**src/include/sorc_pkg.sv**
```systemverilog
// Shared constants and types of the safety output and restart control block
package sorc_pkg;
  // Clock rate and reset-button timing
  localparam int CLK_KHZ = 40_000;
  localparam int RST_MIN_MS = 120;
  localparam int RST_MAX_MS = 4000;
  // Both figures are whole cycles, so round-up and round-down agree
  localparam int RST_MIN_CYC = RST_MIN_MS * CLK_KHZ;
  localparam int RST_MAX_CYC = RST_MAX_MS * CLK_KHZ;
  localparam int PRESS_W = 28;

  // Register byte offsets
  localparam logic [4:0] OFS_CTRL = 5'h00;
  localparam logic [4:0] OFS_ROUTE = 5'h04;
  localparam logic [4:0] OFS_STATUS = 5'h08;
  localparam logic [4:0] OFS_IRQ_STATUS = 5'h0C;
  localparam logic [4:0] OFS_IRQ_ENABLE = 5'h10;
  localparam logic [4:0] OFS_IRQ_CLEAR = 5'h14;

  // Reset values
  localparam logic [31:0] CTRL_RST = 32'h0014_0002;
  localparam logic [31:0] ROUTE_RST = 32'h0000_0039;
  localparam int EV_W = 4;

  // Event bit positions
  localparam int EV_TRIP = 0;
  localparam int EV_ENABLE = 1;
  localparam int EV_RST_OK = 2;
  localparam int EV_RST_BAD = 3;

  // Logical signals that can be routed to a physical output
  localparam int SIG_PF_A = 0;
  localparam int SIG_PF_B = 1;
  localparam int SIG_WF_A = 2;
  localparam int SIG_WF_B = 3;
  localparam int N_PHYS = 3;

  typedef enum logic [1:0] {
    SORC_MODE_AUTO = 2'b00,
    SORC_MODE_START_LOCK = 2'b01,
    SORC_MODE_FULL_LOCK = 2'b10,
    SORC_MODE_SPARE = 2'b11
  } sorc_mode_t;

  typedef enum logic [1:0] {
    SORC_ST_LOCKED = 2'b00,
    SORC_ST_ON = 2'b01,
    SORC_ST_TRIPPED = 2'b10
  } sorc_state_t;

  // Control word: one setting set shared by the whole bank
  typedef struct packed {
    logic [7:0] rsvd_hi;
    logic [7:0] response_ms;
    logic [7:0] max_speed;
    logic aux_drive;
    logic [2:0] res_code;
    logic rsvd_lo;
    logic four_field;
    sorc_mode_t mode;
  } sorc_ctrl_t;

  // Selector per physical non-safe output
  typedef struct packed {
    logic [25:0] rsvd;
    logic [1:0] sel_inout_one;
    logic [1:0] sel_aux_one;
    logic [1:0] sel_message;
  } sorc_route_t;

  // Bank settings handed to the field evaluation
  typedef struct packed {
    logic [7:0] res_mm;
    logic [7:0] max_speed;
    logic [7:0] response_ms;
  } sorc_bank_t;
endpackage

```
**src/core/sorc_core.sv**
```systemverilog
// Safety output pair control, restart interlock and output routing
//
// Contract
// - four-field mode evaluates two protective and two warning fields.
// - protective field A violated switches safety output pair A off.
// - protective field B violation only raises a non-safe indication.
// - each protective function has its own warning-field violation signal.
// - each logical signal goes to its configured physical output.
// - one resolution per bank, chosen from 30 mm up to 150 mm.
// - one configured maximum vehicle speed per bank.
// - safety outputs off no later than the configured response time.
// - one start-up mode applies to the whole bank.
// - automatic mode enables outputs without reset at power-up and free.
// - start interlock mode holds outputs off after power-up until reset.
// - start interlock mode re-enables automatically once the field clears.
// - reset press counts only if held between 0.12 s and 4 s.
// - full interlock keeps outputs off after field cleared until reset.
// - full interlock keeps outputs off after power-up until reset.
module sorc_core
  import sorc_pkg::*;
#(
  parameter int unsigned P_RST_MIN_CYC = RST_MIN_CYC,
  parameter int unsigned P_RST_MAX_CYC = RST_MAX_CYC
) (
  input wire logic i_clk,
  input wire logic i_reset,
  input wire logic i_pf_a_viol,
  input wire logic i_pf_b_viol,
  input wire logic i_wf_a_viol,
  input wire logic i_wf_b_viol,
  input wire logic i_reset_button,
  input wire logic i_aux_inout_one,
  output logic o_aux_inout_one,
  output logic o_aux_inout_one_oe_n,
  output logic [1:0] o_safety_output_pair_a,
  output logic o_nonsafe_message_output,
  output logic o_aux_output_one,
  output sorc_bank_t o_bank_cfg,
  output logic o_irq,
  input wire logic [4:0] i_avs_address,
  input wire logic i_avs_read,
  input wire logic i_avs_write,
  input wire logic [31:0] i_avs_writedata,
  output logic [31:0] o_avs_readdata,
  output logic o_avs_waitrequest
);

  // Resolution code to millimetres, zero for an unsupported code
  function automatic logic [7:0] res_mm(input logic [2:0] code);
    case (code)
      3'h0: res_mm = 8'h1E;
      3'h1: res_mm = 8'h28;
      3'h2: res_mm = 8'h32;
      3'h3: res_mm = 8'h3C;
      3'h4: res_mm = 8'h46;
      3'h5: res_mm = 8'h96;
      default: res_mm = 8'h00;
    endcase
  endfunction

  //////////////////////////////////////////////////////////////////////////
  // Input synchronisers: every pin passes two flops first
  localparam int N_SYNC = 6;
  localparam int SYN_BTN = 4;
  localparam int SYN_AUX = 5;
  logic [N_SYNC-1:0] meta_q;
  logic [N_SYNC-1:0] sync_q;
  logic [N_SYNC-1:0] pins;

  assign pins = {i_aux_inout_one, i_reset_button, i_wf_b_viol,
                 i_wf_a_viol, i_pf_b_viol, i_pf_a_viol};

  // First stage is read only by the second
  always_ff @(posedge i_clk or posedge i_reset) begin
    if (i_reset) begin
      meta_q <= '0;
      sync_q <= '0;
    end else begin
      meta_q <= pins;
      sync_q <= meta_q;
    end
  end

  //////////////////////////////////////////////////////////////////////////
  // Register file state
  sorc_ctrl_t ctrl_q, ctrl_d;
  sorc_route_t route_q, route_d;
  logic [EV_W-1:0] irq_st_q, irq_st_d;
  logic [EV_W-1:0] irq_en_q, irq_en_d;
  logic ack_q, ack_d;
  logic [31:0] rdata_q, rdata_d;
  logic [EV_W-1:0] events;
  logic wr_go;
  logic [31:0] status_word;

  //////////////////////////////////////////////////////////////////////////
  // Field evaluation
  logic pf_a;
  logic pf_b;
  logic wf_a;
  logic wf_b;
  logic cfg_ok;
  logic [3:0] sigs;

  // Outside four-field mode the B pair is not monitored at all
  assign pf_a = sync_q[SIG_PF_A];
  assign pf_b = sync_q[SIG_PF_B] & ctrl_q.four_field;
  assign wf_a = sync_q[SIG_WF_A];
  assign wf_b = sync_q[SIG_WF_B] & ctrl_q.four_field;
  // Unsupported resolution or mode code keeps the pair off
  assign cfg_ok = (res_mm(ctrl_q.res_code) != 8'h00)
                  && (ctrl_q.mode != SORC_MODE_SPARE);

  // Logical violation signals, one warning signal per function
  assign sigs[SIG_PF_A] = pf_a;
  assign sigs[SIG_PF_B] = pf_b;
  assign sigs[SIG_WF_A] = wf_a;
  assign sigs[SIG_WF_B] = wf_b;

  //////////////////////////////////////////////////////////////////////////
  // Reset-button press timer
  logic [PRESS_W-1:0] press_q, press_d;
  logic btn_q, btn_d;
  logic rst_ok;
  logic rst_bad;
  logic btn;

  assign btn = sync_q[SYN_BTN];

  // Count while held, saturate past the long limit; judge on release
  always_comb begin
    btn_d = btn;
    press_d = press_q;
    rst_ok = 1'b0;
    rst_bad = 1'b0;
    if (btn) begin
      if (press_q <= PRESS_W'(P_RST_MAX_CYC)) begin
        press_d = press_q + PRESS_W'(1);
      end
    end else begin
      press_d = '0;
      if (btn_q) begin
        if (press_q >= PRESS_W'(P_RST_MIN_CYC)
            && press_q <= PRESS_W'(P_RST_MAX_CYC)) begin
          rst_ok = 1'b1;
        end else begin
          rst_bad = 1'b1;
        end
      end
    end
  end

  always_ff @(posedge i_clk or posedge i_reset) begin
    if (i_reset) begin
      press_q <= '0;
      btn_q <= 1'b0;
    end else begin
      press_q <= press_d;
      btn_q <= btn_d;
    end
  end

  //////////////////////////////////////////////////////////////////////////
  // Start-up and restart state machine, one mode for the bank
  sorc_state_t st_q, st_d;
  logic ev_trip;
  logic ev_enable;

  always_comb begin
    st_d = st_q;
    ev_trip = 1'b0;
    ev_enable = 1'b0;
    case (st_q)
      // Power-up lands here; only automatic mode leaves without a press
      SORC_ST_LOCKED: begin
        if (!pf_a && cfg_ok) begin
          if (ctrl_q.mode == SORC_MODE_AUTO) begin
            st_d = SORC_ST_ON;
          end else if (rst_ok) begin
            st_d = SORC_ST_ON;
          end
        end
      end
      SORC_ST_ON: begin
        if (pf_a || !cfg_ok) begin
          st_d = SORC_ST_TRIPPED;
          ev_trip = 1'b1;
        end
      end
      SORC_ST_TRIPPED: begin
        if (!pf_a && cfg_ok) begin
          case (ctrl_q.mode)
            SORC_MODE_AUTO: st_d = SORC_ST_ON;
            SORC_MODE_START_LOCK: st_d = SORC_ST_ON;
            default: st_d = SORC_ST_LOCKED;
          endcase
        end
      end
      default: st_d = SORC_ST_LOCKED;
    endcase
    if (st_d == SORC_ST_ON && st_q != SORC_ST_ON) begin
      ev_enable = 1'b1;
    end
  end

  always_ff @(posedge i_clk or posedge i_reset) begin
    if (i_reset) begin
      st_q <= SORC_ST_LOCKED;
    end else begin
      st_q <= st_d;
    end
  end

  //////////////////////////////////////////////////////////////////////////
  // Physical outputs, all from flops
  logic [1:0] pair_d;
  logic [N_PHYS-1:0] phys_d;
  logic [N_PHYS-1:0] phys_q;
  logic [1:0] pair_q;
  logic oe_n_q, oe_n_d;
  logic [1:0] sel [N_PHYS];

  assign sel[0] = route_q.sel_message;
  assign sel[1] = route_q.sel_aux_one;
  assign sel[2] = route_q.sel_inout_one;

  // A synchronised violation cuts the pair in the next cycle, well inside
  // any response time, without waiting for the state machine
  assign pair_d = (st_q == SORC_ST_ON && !pf_a && cfg_ok)
                  ? 2'b11 : 2'b00;

  genvar g;
  generate
    for (g = 0; g < N_PHYS; g++) begin : g_route
      assign phys_d[g] = sigs[sel[g]];
    end
  endgenerate

  assign oe_n_d = ~ctrl_q.aux_drive;

  always_ff @(posedge i_clk or posedge i_reset) begin
    if (i_reset) begin
      pair_q <= 2'b00;
      phys_q <= '0;
      oe_n_q <= 1'b1;
    end else begin
      pair_q <= pair_d;
      phys_q <= phys_d;
      oe_n_q <= oe_n_d;
    end
  end

  assign o_safety_output_pair_a = pair_q;
  assign o_nonsafe_message_output = phys_q[0];
  assign o_aux_output_one = phys_q[1];
  assign o_aux_inout_one = phys_q[2];
  assign o_aux_inout_one_oe_n = oe_n_q;

  // Bank settings for the field evaluation
  assign o_bank_cfg.res_mm = res_mm(ctrl_q.res_code);
  assign o_bank_cfg.max_speed = ctrl_q.max_speed;
  assign o_bank_cfg.response_ms = ctrl_q.response_ms;

  //////////////////////////////////////////////////////////////////////////
  // Avalon-MM slave: one wait cycle, then the access completes
  assign o_avs_waitrequest = (i_avs_read | i_avs_write) & ~ack_q;
  assign wr_go = i_avs_write & ack_q;
  assign o_avs_readdata = rdata_q;

  assign events[EV_TRIP] = ev_trip;
  assign events[EV_ENABLE] = ev_enable;
  assign events[EV_RST_OK] = rst_ok;
  assign events[EV_RST_BAD] = rst_bad;

  assign status_word = {8'h00, res_mm(ctrl_q.res_code), 7'h00, cfg_ok,
                        sync_q[SYN_AUX], wf_b, wf_a, pf_b, pf_a,
                        pair_q[0], st_q};

  // Decode, write and interrupt update; a new event beats a clear
  always_comb begin
    ack_d = (i_avs_read | i_avs_write) & ~ack_q;
    rdata_d = rdata_q;
    ctrl_d = ctrl_q;
    route_d = route_q;
    irq_en_d = irq_en_q;
    irq_st_d = irq_st_q;
    if (wr_go && i_avs_address == OFS_IRQ_CLEAR) begin
      irq_st_d = irq_st_q & ~i_avs_writedata[EV_W-1:0];
    end
    irq_st_d = irq_st_d | events;
    if (wr_go) begin
      case (i_avs_address)
        OFS_CTRL: begin
          ctrl_d = i_avs_writedata;
          ctrl_d.rsvd_hi = '0;
          ctrl_d.rsvd_lo = 1'b0;
        end
        OFS_ROUTE: begin
          route_d = i_avs_writedata;
          route_d.rsvd = '0;
        end
        OFS_IRQ_ENABLE: irq_en_d = i_avs_writedata[EV_W-1:0];
        default: ;
      endcase
    end
    if (ack_d && i_avs_read) begin
      case (i_avs_address)
        OFS_CTRL: rdata_d = ctrl_q;
        OFS_ROUTE: rdata_d = route_q;
        OFS_STATUS: rdata_d = status_word;
        OFS_IRQ_STATUS: rdata_d = {28'h000_0000, irq_st_q};
        OFS_IRQ_ENABLE: rdata_d = {28'h000_0000, irq_en_q};
        default: rdata_d = 32'h0000_0000;
      endcase
    end
  end

  always_ff @(posedge i_clk or posedge i_reset) begin
    if (i_reset) begin
      ack_q <= 1'b0;
      rdata_q <= 32'h0000_0000;
      ctrl_q <= CTRL_RST;
      route_q <= ROUTE_RST;
      irq_st_q <= '0;
      irq_en_q <= '0;
    end else begin
      ack_q <= ack_d;
      rdata_q <= rdata_d;
      ctrl_q <= ctrl_d;
      route_q <= route_d;
      irq_st_q <= irq_st_d;
      irq_en_q <= irq_en_d;
    end
  end

  // Level interrupt while any enabled status bit stands
  assign o_irq = |(irq_st_q & irq_en_q);

endmodule

```
**config.mk**
```make
export PLATFORM = sky130hd
export DESIGN_NAME = sorc_core
export DESIGN_NICKNAME = d
export VERILOG_FILES = /design/src/include/sorc_pkg.sv /design/src/core/sorc_core.sv
export SDC_FILE = /design/constraint.sdc
export NUM_CORES = 1
export LEC_CHECK = 0
export BUFFER_PORTS_ARGS = -buffer_cell sky130_fd_sc_hd__buf_4
export CAP_MARGIN = 0
export CORE_ASPECT_RATIO = 0.7
export CORE_MARGIN = 4
export CORE_UTILIZATION = 60
export CTS_CLUSTER_DIAMETER = 200
export DETAILED_ROUTE_END_ITERATION = 8
export PLACE_DENSITY = 0.86
export REMOVE_ABC_BUFFERS = 1
export SYNTH_ARGS = -nofsm -noshare
export SYNTH_HDL_FRONTEND = slang
export SYNTH_SLANG_ARGS = --single-unit
```
**constraint.sdc**
```tcl
create_clock -name i_clk -period 5.1 [get_ports i_clk]
set_input_delay 0 -clock i_clk [delete_from_list [all_inputs] [get_ports i_clk]]
set_output_delay 0 -clock i_clk [all_outputs]
set_load 0.05 [all_outputs]
```
======== Yosys cells after proc, flatten, opt, wreduce, memory -nomap -nowiden ========
Index checks and enable logic that the tools add are counted.
operators by class
  $add $sub $neg .......................... 1
  multipliers ............................. 0
  divide/modulo/power cells ............... 0
  order comparisons ....................... 5
  equality and inequality tests ........... 17
  shifts and indexed selects .............. 0
  muxes and demuxes ....................... 28
  bitwise operators ....................... 11
  reduce and logical (&&, ||, !) cells .... 21
operator list
  kind                                                                      count
  24-bit one-hot mux with 5 select lines                                    1
  28-bit 2-to-1 mux                                                         2
  8-bit one-hot mux with 6 select lines                                     1
  28-bit by 1-bit adder with 28-bit output (second input constant)          1
  28-bit by 23-bit >= comparator with 1-bit output (second input constant)  1
  28-bit less-or-equal comparator (second input constant)                   1
  1-bit 2-to-1 mux                                                          13
  2-bit 2-to-1 mux                                                          6
  5-bit by 4-bit equality test with 1-bit output (second input constant)    2
  5-bit equality test (second input constant)                               2
  2-bit by 3-bit < comparator with 1-bit output (second input constant)     3
  4-bit AND                                                                 2
  1-bit logical AND                                                         8
  8-bit nonzero test                                                        1
  1-bit binary-select mux with 2-bit select                                 3
  2-bit by 1-bit equality test with 1-bit output (second input constant)    3
  3-bit by 2-bit equality test with 1-bit output (second input constant)    2
  3-bit equality test (second input constant)                               2
  2-bit one-hot mux with 3 select lines                                     1
  2-bit AND reduction                                                       3
  5-bit by 3-bit equality test with 1-bit output (second input constant)    1
  5-bit zero test                                                           1
  1-bit AND                                                                 4
  2-bit zero test                                                           2
  other kinds (14)                                                          17
word-level totals
  flip-flop bits (word level) ............. 119
  latch bits .............................. 0
  RAM bits ................................ 0
  memory bits (read-only) ................. 0
  output and inout port bits .............. 64
  logic and storage cells ................. 104
  memories ................................ 0

======== Longest topological paths before layout ========
Gate-level depths: netlist of run 1.
  depth in word-level cells ............... 13
  gate-level depth with buffers ........... 7
  mapped depth without buffers ............ 6

======== Worst setup path before layout of run 1 ========
No wires, ideal clock.
  kind .................................... flip-flop to flip-flop
  start ................................... reg press_q[17]
  end ..................................... reg press_q[15]
  library setup time ...................... 0.079 ns
  arrival time ............................ 2.142 ns
  data required time ...................... 5.021 ns
  slack ................................... 2.878 ns
  cell stages (with the launch flop) ...... 7
  buffers on the path ..................... 1
  clock period less this slack ............ 2.222 ns
  cells stage by stage .................... dfrtp_1 nand4bb_1 or3_1 o41a_1 buf_2 a211oi_2 mux2i_1
on the way
  word-level cells in the longest chain between the ends .. 2
RTL lines
  element                                                    line              text
  start, declared                                            sorc_core.sv:122  logic [PRESS_W-1:0] press_q, press_d;
  start signal, assigned                                     sorc_core.sv:158  press_q <= press_d;
  28-bit less-or-equal comparator                            sorc_core.sv:137  if (press_q <= PRESS_W'(P_RST_MAX_CYC)) begin
  2-bit by 1-bit != test with 1-bit output (no source line)  --
Every way passes these cells.
A chain may end at the register's enable or synchronous reset.

======== Final worst setup path of run 1 ========
  start ................................... reg press_q[18]
  end ..................................... reg press_q[26]
on the way
  word-level cells in the longest chain between the ends .. 3
RTL lines
  element                                   line              text
  28-bit by 1-bit adder with 28-bit output  sorc_core.sv:138  press_d = press_q + PRESS_W'(1);
  28-bit 2-to-1 mux                         sorc_core.sv:137
  28-bit 2-to-1 mux                         sorc_core.sv:136  if (btn) begin
Parallel ways exist; a longest one is shown, timed or not. The select of a mux whose other input is x is not followed.

==> results of run 1 <==
## Yosys cell counts (all sizes together), types with 2 or more instances
library cell  number
a22oi             13
buf               39
nor2              20
mux2              31
a211oi             7
mux4               3
ha                 2
and3               8
nor3b              3
a21oi             21
nand3             13
a221o              3
nor3               6
nand4             12
and4               2
a222oi             2
a2111oi            4
nand2             85
o21ai             35
a21boi             2
mux2i             28
and2               3
o211ai             2
o41ai              2
nor4               5
a221oi             2
dfstp              8
xnor2              2
dfrtp            102
clkbuf            25
nand2b            29
inv                9
nor2b              3
## per-layer routing
metal  GRT usage, %  vias up
li1               -     2048
met1          35.45     2210
met2          43.03      257
met3          5.687       32
met4          8.844        0
met5              0        -
## logic make-up (layout without fill, tap and decap cells)
| kind of cell | after synthesis | in the layout | share of synthesized area, % |
|---|---|---|---|
| compound gates | 101 | 101 | 12.52 |
| xor+xnor | 2 | 2 | 0.3154 |
| fa+ha+maj | 2 | 2 | 0.4504 |
| buf+inv | 73 | 154 | 7.320 |
| flops | 110 | 110 | 49.73 |
| mux | 62 | 62 | 12.55 |
| other cells | 1 | 9 | 0.06750 |
| simple gates | 194 | 194 | 17.05 |
## what timing repair did
item / 4_1_cts / 5_1_grt
hold buffers: 33 / 0
setup endpoints to repair: 0 / 0
hold endpoints to repair: 81 / 0
## area by class of cell
type | count | area [um2] | area share, %
Multi-Input combinational cell | 370 | 2416 | 35.91
Clock inverter | 6 | 67.56 | 1.004
Inverter | 9 | 36.28 | 0.5393
Tap cell | 124 | 155.1 | 2.306
Clock buffer | 10 | 239.0 | 3.552
Sequential cell | 110 | 2763 | 41.06
Timing Repair Buffer | 129 | 1051 | 15.62
## worst max-delay path, stage by stage (launching register included)
cell       delay (ns)
dfrtp_1          0.42
nand4bb_1        0.31
or3_1            0.41
o41a_1           0.86
a2111oi_2        0.56
mux2i_1          0.22
## state kept, by name, indices dropped and copies added, names as in the netlist
signal	flops
irq_en_q	4
o_safety_output_pair_a	1
o_avs_readdata	24
ctrl_q	7
ack_q	1
phys_q	3
press_q	28
irq_st_q	4
btn_q	1
route_q	6
st_q	2
o_bank_cfg	16
sync_q	6
o_aux_inout_one_oe_n	1
meta_q	6
## where the power goes
part	total (mW)	internal (mW)	leakage [nW]	switching (mW)
sequential	1.00	0.939	1.42	0.0638
clock	0.725	0.397	0.145	0.328
combinational	0.463	0.157	1.42	0.307
## through the flow
stage | instances | hold WS, ns | area [um2] | worst slack (ns)
floorplan | 489 | 0.03143 | 5213 | 2.211
global placement | 709 | 0.07403 | 6091 | 2.358
detailed placement | 709 | 0.08123 | 6091 | 2.304
CTS | 758 | 0.06010 | 6728 | 2.274
global route | 758 | 0.1056 | 6728 | 2.065
finish | 758 | 0.07306 | 6728 | 2.240
## path summary, 6_finish.rpt
kind,startpoint,end,slack (ns),cells past startpoint
max,press_q[18]$_DFFE_PP0P_,press_q[26]$_DFFE_PP0P_,2.24,5
min,i_avs_address[1],irq_st_q[1]$_DFF_PP0_,0.07,5
max reg2reg,press_q[18]$_DFFE_PP0P_,press_q[26]$_DFFE_PP0P_,2.24,5
min reg2reg,meta_q[1]$_DFF_PP0_,sync_q[1]$_DFF_PP0_,0.35,0
max in group asynchronous,i_reset,ack_q$_DFF_PP0_,3.58,4
min in group asynchronous,i_reset,press_q[1]$_DFFE_PP0P_,0.26,3
==> metrics, run 1 <==
Via density 5.999; H-tree depth 3; startpoint types flop; syn_area_per_cell 10.19 um2; Nets 678; number of synthesized flops with an enable pin 0; synthesized flop and latch total 110; Hold Path Class primary input to flop; slew margin rel. 14.62%; fmax 0.3497 GHz; status finished clean; ys flop type dfrtp_1; Final Max Slew Viols 0; GRT overflow 0; clk slew on worst S/H paths 0.07 ns; met3 wire len 1136 um; initial antenna violation count 0; total core area 0.009035 mm2; Max Cap Viol 0; Syn Inst Count 545; initial drt markers 465; final hold vios 0; layout cell share with drive strength beyond 1 22.40%; Area contributors post-synth dfrtp_1, nand2_1, mux2i_1, buf_4, mux2_1; worst vdd ir 304.7 uV; synth unique cells 55; Post-CTS Setup Repair Bufs 0; Ports 111; most frequent cells in the layout dfrtp_1, buf_4, nand2_1; CP max FO 25; worst skew pair latency 0.35 ns; final core occ 74.46%; Die Height 88.51 um; DRT antenna net count 0; Top Layer Used met4; async set-reset flop share out of synthesis 100.0%; Die Width 123.0 um; Initial Util 61.49%; n_diodes 0; synth warn 0; Pwr Total 2.191 mW; GRT Resource Usage Total 26.30%; Synth area leader dfrtp_1; crit path DAT 3.13 ns; post-layout min period 2.860 ns; worst-margin pin slew 1.281 ns; Worst Path Required 5.37 ns; post-detailed-route wirelength per cell 18.51 um; clock sink total 110; Resize count post-CTS 0; Filler cells 605; WL final 14,030 um; Setup crit end kind flop; post-route clock period utilization 56.08%; Vias 4,547; clock buffer depth 2; register area share after synthesis 49.73%; TNS Setup 0 ns; largest net degree at the start of global routing 72; area growth from synthesis to layout 21.10%; RSZ-0062 raised after global routing false; first-pass GRT wire length 22,140 um; Placer Congestion 0.9096; Post-route DRC 0; setup violators final 0; placed wire-length estimate 9058 um; Cell Area, Synth 0.005555 mm2; Pleak 2.991 nW; vias in the first global route 4,345; cell row count 29; IO Port Bufs 93; kind of critical path flop to flop; DRT Pass-1 Iters 6; Root Driver clkbuf_16; DR WL met2 6908 um; PwrDens 325.7 mW/mm2; Synth top area share 45.95%; commonest non-fill, non-tap cell in the layout dfrtp_1; Num CTS Buffers 9; TritonCTS clock tree yes; die area 0.01089 mm2; Worst Skew 0.007584 ns; M1 WL 5686 um
Note: power is estimated with default switching activity, not from simulation.
==> run 2, diff against run 1 <==
CORE_UTILIZATION = 50   (was 60)
PLACE_DENSITY = 0.76   (was 0.86)
clock period = 2.5 ns   (was 5.1 ns; I/O delays follow)
==> run 2 against run 1 <==
Compared with the run above:
- design area rose by 3.7%
- setup slack worse by 2.1 ns
- final cell count up 5.9%
- global-route usage decreased by 4.5 points
- sequential share of layout area down 1.5 points
- sequential power up 100%
- non-clock buffer count up 21
- critical endpoint is now press_q[15]$_DFFE_PP0P_
==> metrics, run 2 (synthesis gave the netlist of run 1 again) <==
worst skew pair latency 0.35 ns; clock sink total 110; Worst Hold End irq_st_q[3]$_DFF_PP0_; Ports 111; most frequent cells in the layout buf_4, dfrtp_1, nand2_1; PwrDens 632.8 mW/mm2; Final Cell Area 0.006975 mm2; final hold vios 0; worst setup path startpoint press_q[18]$_DFFE_PP0P_; Reg area 0.002763 mm2; reg-to-reg endpoint press_q[15]$_DFFE_PP0P_; DRT Pass-1 Iters 5; Initial Util 52.46%; post-layout min period 2.387 ns; total core area 0.01059 mm2; area growth from synthesis to layout 25.56%; Via density 5.590; H-tree depth 3; most flop-heavy register press_q; fmax 0.4189 GHz; startpoint types flop; Die Width 134.0 um; post-route clock period utilization 95.48%; kind of critical path flop to flop; GRT Resource Usage Total 21.78%; max reg flops 28; placed wire-length estimate 9575 um; slew margin rel. 45.43%; crit path DAT 2.66 ns; post-detailed-route wirelength per cell 17.13 um; Filler cells 818; worst-margin pin slew 0.8111 ns; DRT antenna net count 0; n_diodes 0; cell row count 31; Vias 4,489; RSZ-0062 raised after global routing false; largest net degree at the start of global routing 55; TritonCTS clock tree yes; status finished clean; setup violators final 0; area of the multi-input gates 0.002457 mm2; Num CTS Buffers 9; CP max FO 9; FF-to-FF setup slack 0.11 ns; initial drt markers 400; Placer Congestion 0.9275; vias in the first global route 4,346; commonest non-fill, non-tap cell in the layout buf_4; die area 0.01289 mm2; final std cells w/o fill 803; Final Max Slew Viols 0; Worst R2R Path Depth 6; Post-CTS Setup Repair Bufs 0; Cell Area, Placed 0.006304 mm2; dpl cells 754; Placement Setup Slack 0.08026 ns; GRT overflow 0; Worst Hold Launch i_avs_address[0]; layout cell share with drive strength beyond 1 25.19%; Hold Worst Slack 0.07674 ns; Post-route DRC 0; initial antenna violation count 0; worst vdd ir 473.9 uV; IO Port Bufs 93; Reg-to-Reg Start press_q[18]$_DFFE_PP0P_; Pwr Total 4.414 mW; Die Height 96.19 um; first-pass GRT wire length 22,270 um; Worst Path Required 2.77 ns; Nets 699; hold-critical path depth 4; WL final 13,750 um; clock buffer depth 2; clk slew on worst S/H paths 0.08 ns; Worst Skew 0.009349 ns; Root Driver clkbuf_16; Max Cap Viol 0; Setup crit end kind flop; final worst slack 0.1130 ns; Hold Path Class primary input to flop; Pleak 3.111 nW
==> run 2: critical path, cell delays in order (launching register included) <==
cell and delay [ns]:
dfrtp_1 0.39, nand4bb_1 0.26, or3_1 0.40, o41a_4 0.60, buf_4 0.20, a211oi_2 0.24, mux2i_1 0.23
==> run 2: cell type report <==
class | instances | share of cell area, %
Sequential cell | 110 | 39.61
Multi-Input combinational cell | 370 | 35.23
Timing Repair Buffer | 150 | 17.69
Clock buffer | 9 | 3.229
Tap cell | 148 | 2.655
Clock inverter | 7 | 1.076
Inverter | 9 | 0.5202
==> run 2: worst max path at each step <==
stage	end	slack, ns	cells after the start
after floorplan	ack_q$_DFF_PP0_	-0.39	1
after global placement	press_q[21]$_DFFE_PP0P_	0.16	6
after detailed placement	press_q[18]$_DFFE_PP0P_	0.08	5
after CTS	press_q[18]$_DFFE_PP0P_	0.05	5
after global routing	press_q[17]$_DFFE_PP0P_	0.006	7
final	press_q[15]$_DFFE_PP0P_	0.11	6
==> run 2: timing repair <==
action,in CTS,in global routing
resized for setup,0,5
endpoints found under the hold margin,90,0
endpoints found under the setup margin,0,18
hold buffers,33,0
==> run 2: stage by stage <==
step	TNS (ns)	util, %
after floorplan	-41.39	-
after global placement	0	59.53
after detailed placement	0	59.53
after CTS	0	65.49
after global routing	0	65.88
final	0	65.88
==> run 2: layer usage <==
metal	GRT usage [%]	up-vias	routed length, um
met5	0	-	0
met4	5.908	0	195
met3	5.486	19	964
met2	33.32	184	6335
met1	31.13	2183	6258
li1	-	2103	-
==> run 2: where the power goes <==
group | internal (mW) | leakage [nW] | switching [mW]
Clock | 0.712 | 0.145 | 0.715
Combinational | 0.327 | 1.54 | 0.624
Sequential | 1.92 | 1.42 | 0.121
Total | 2.95 | 3.11 | 1.46
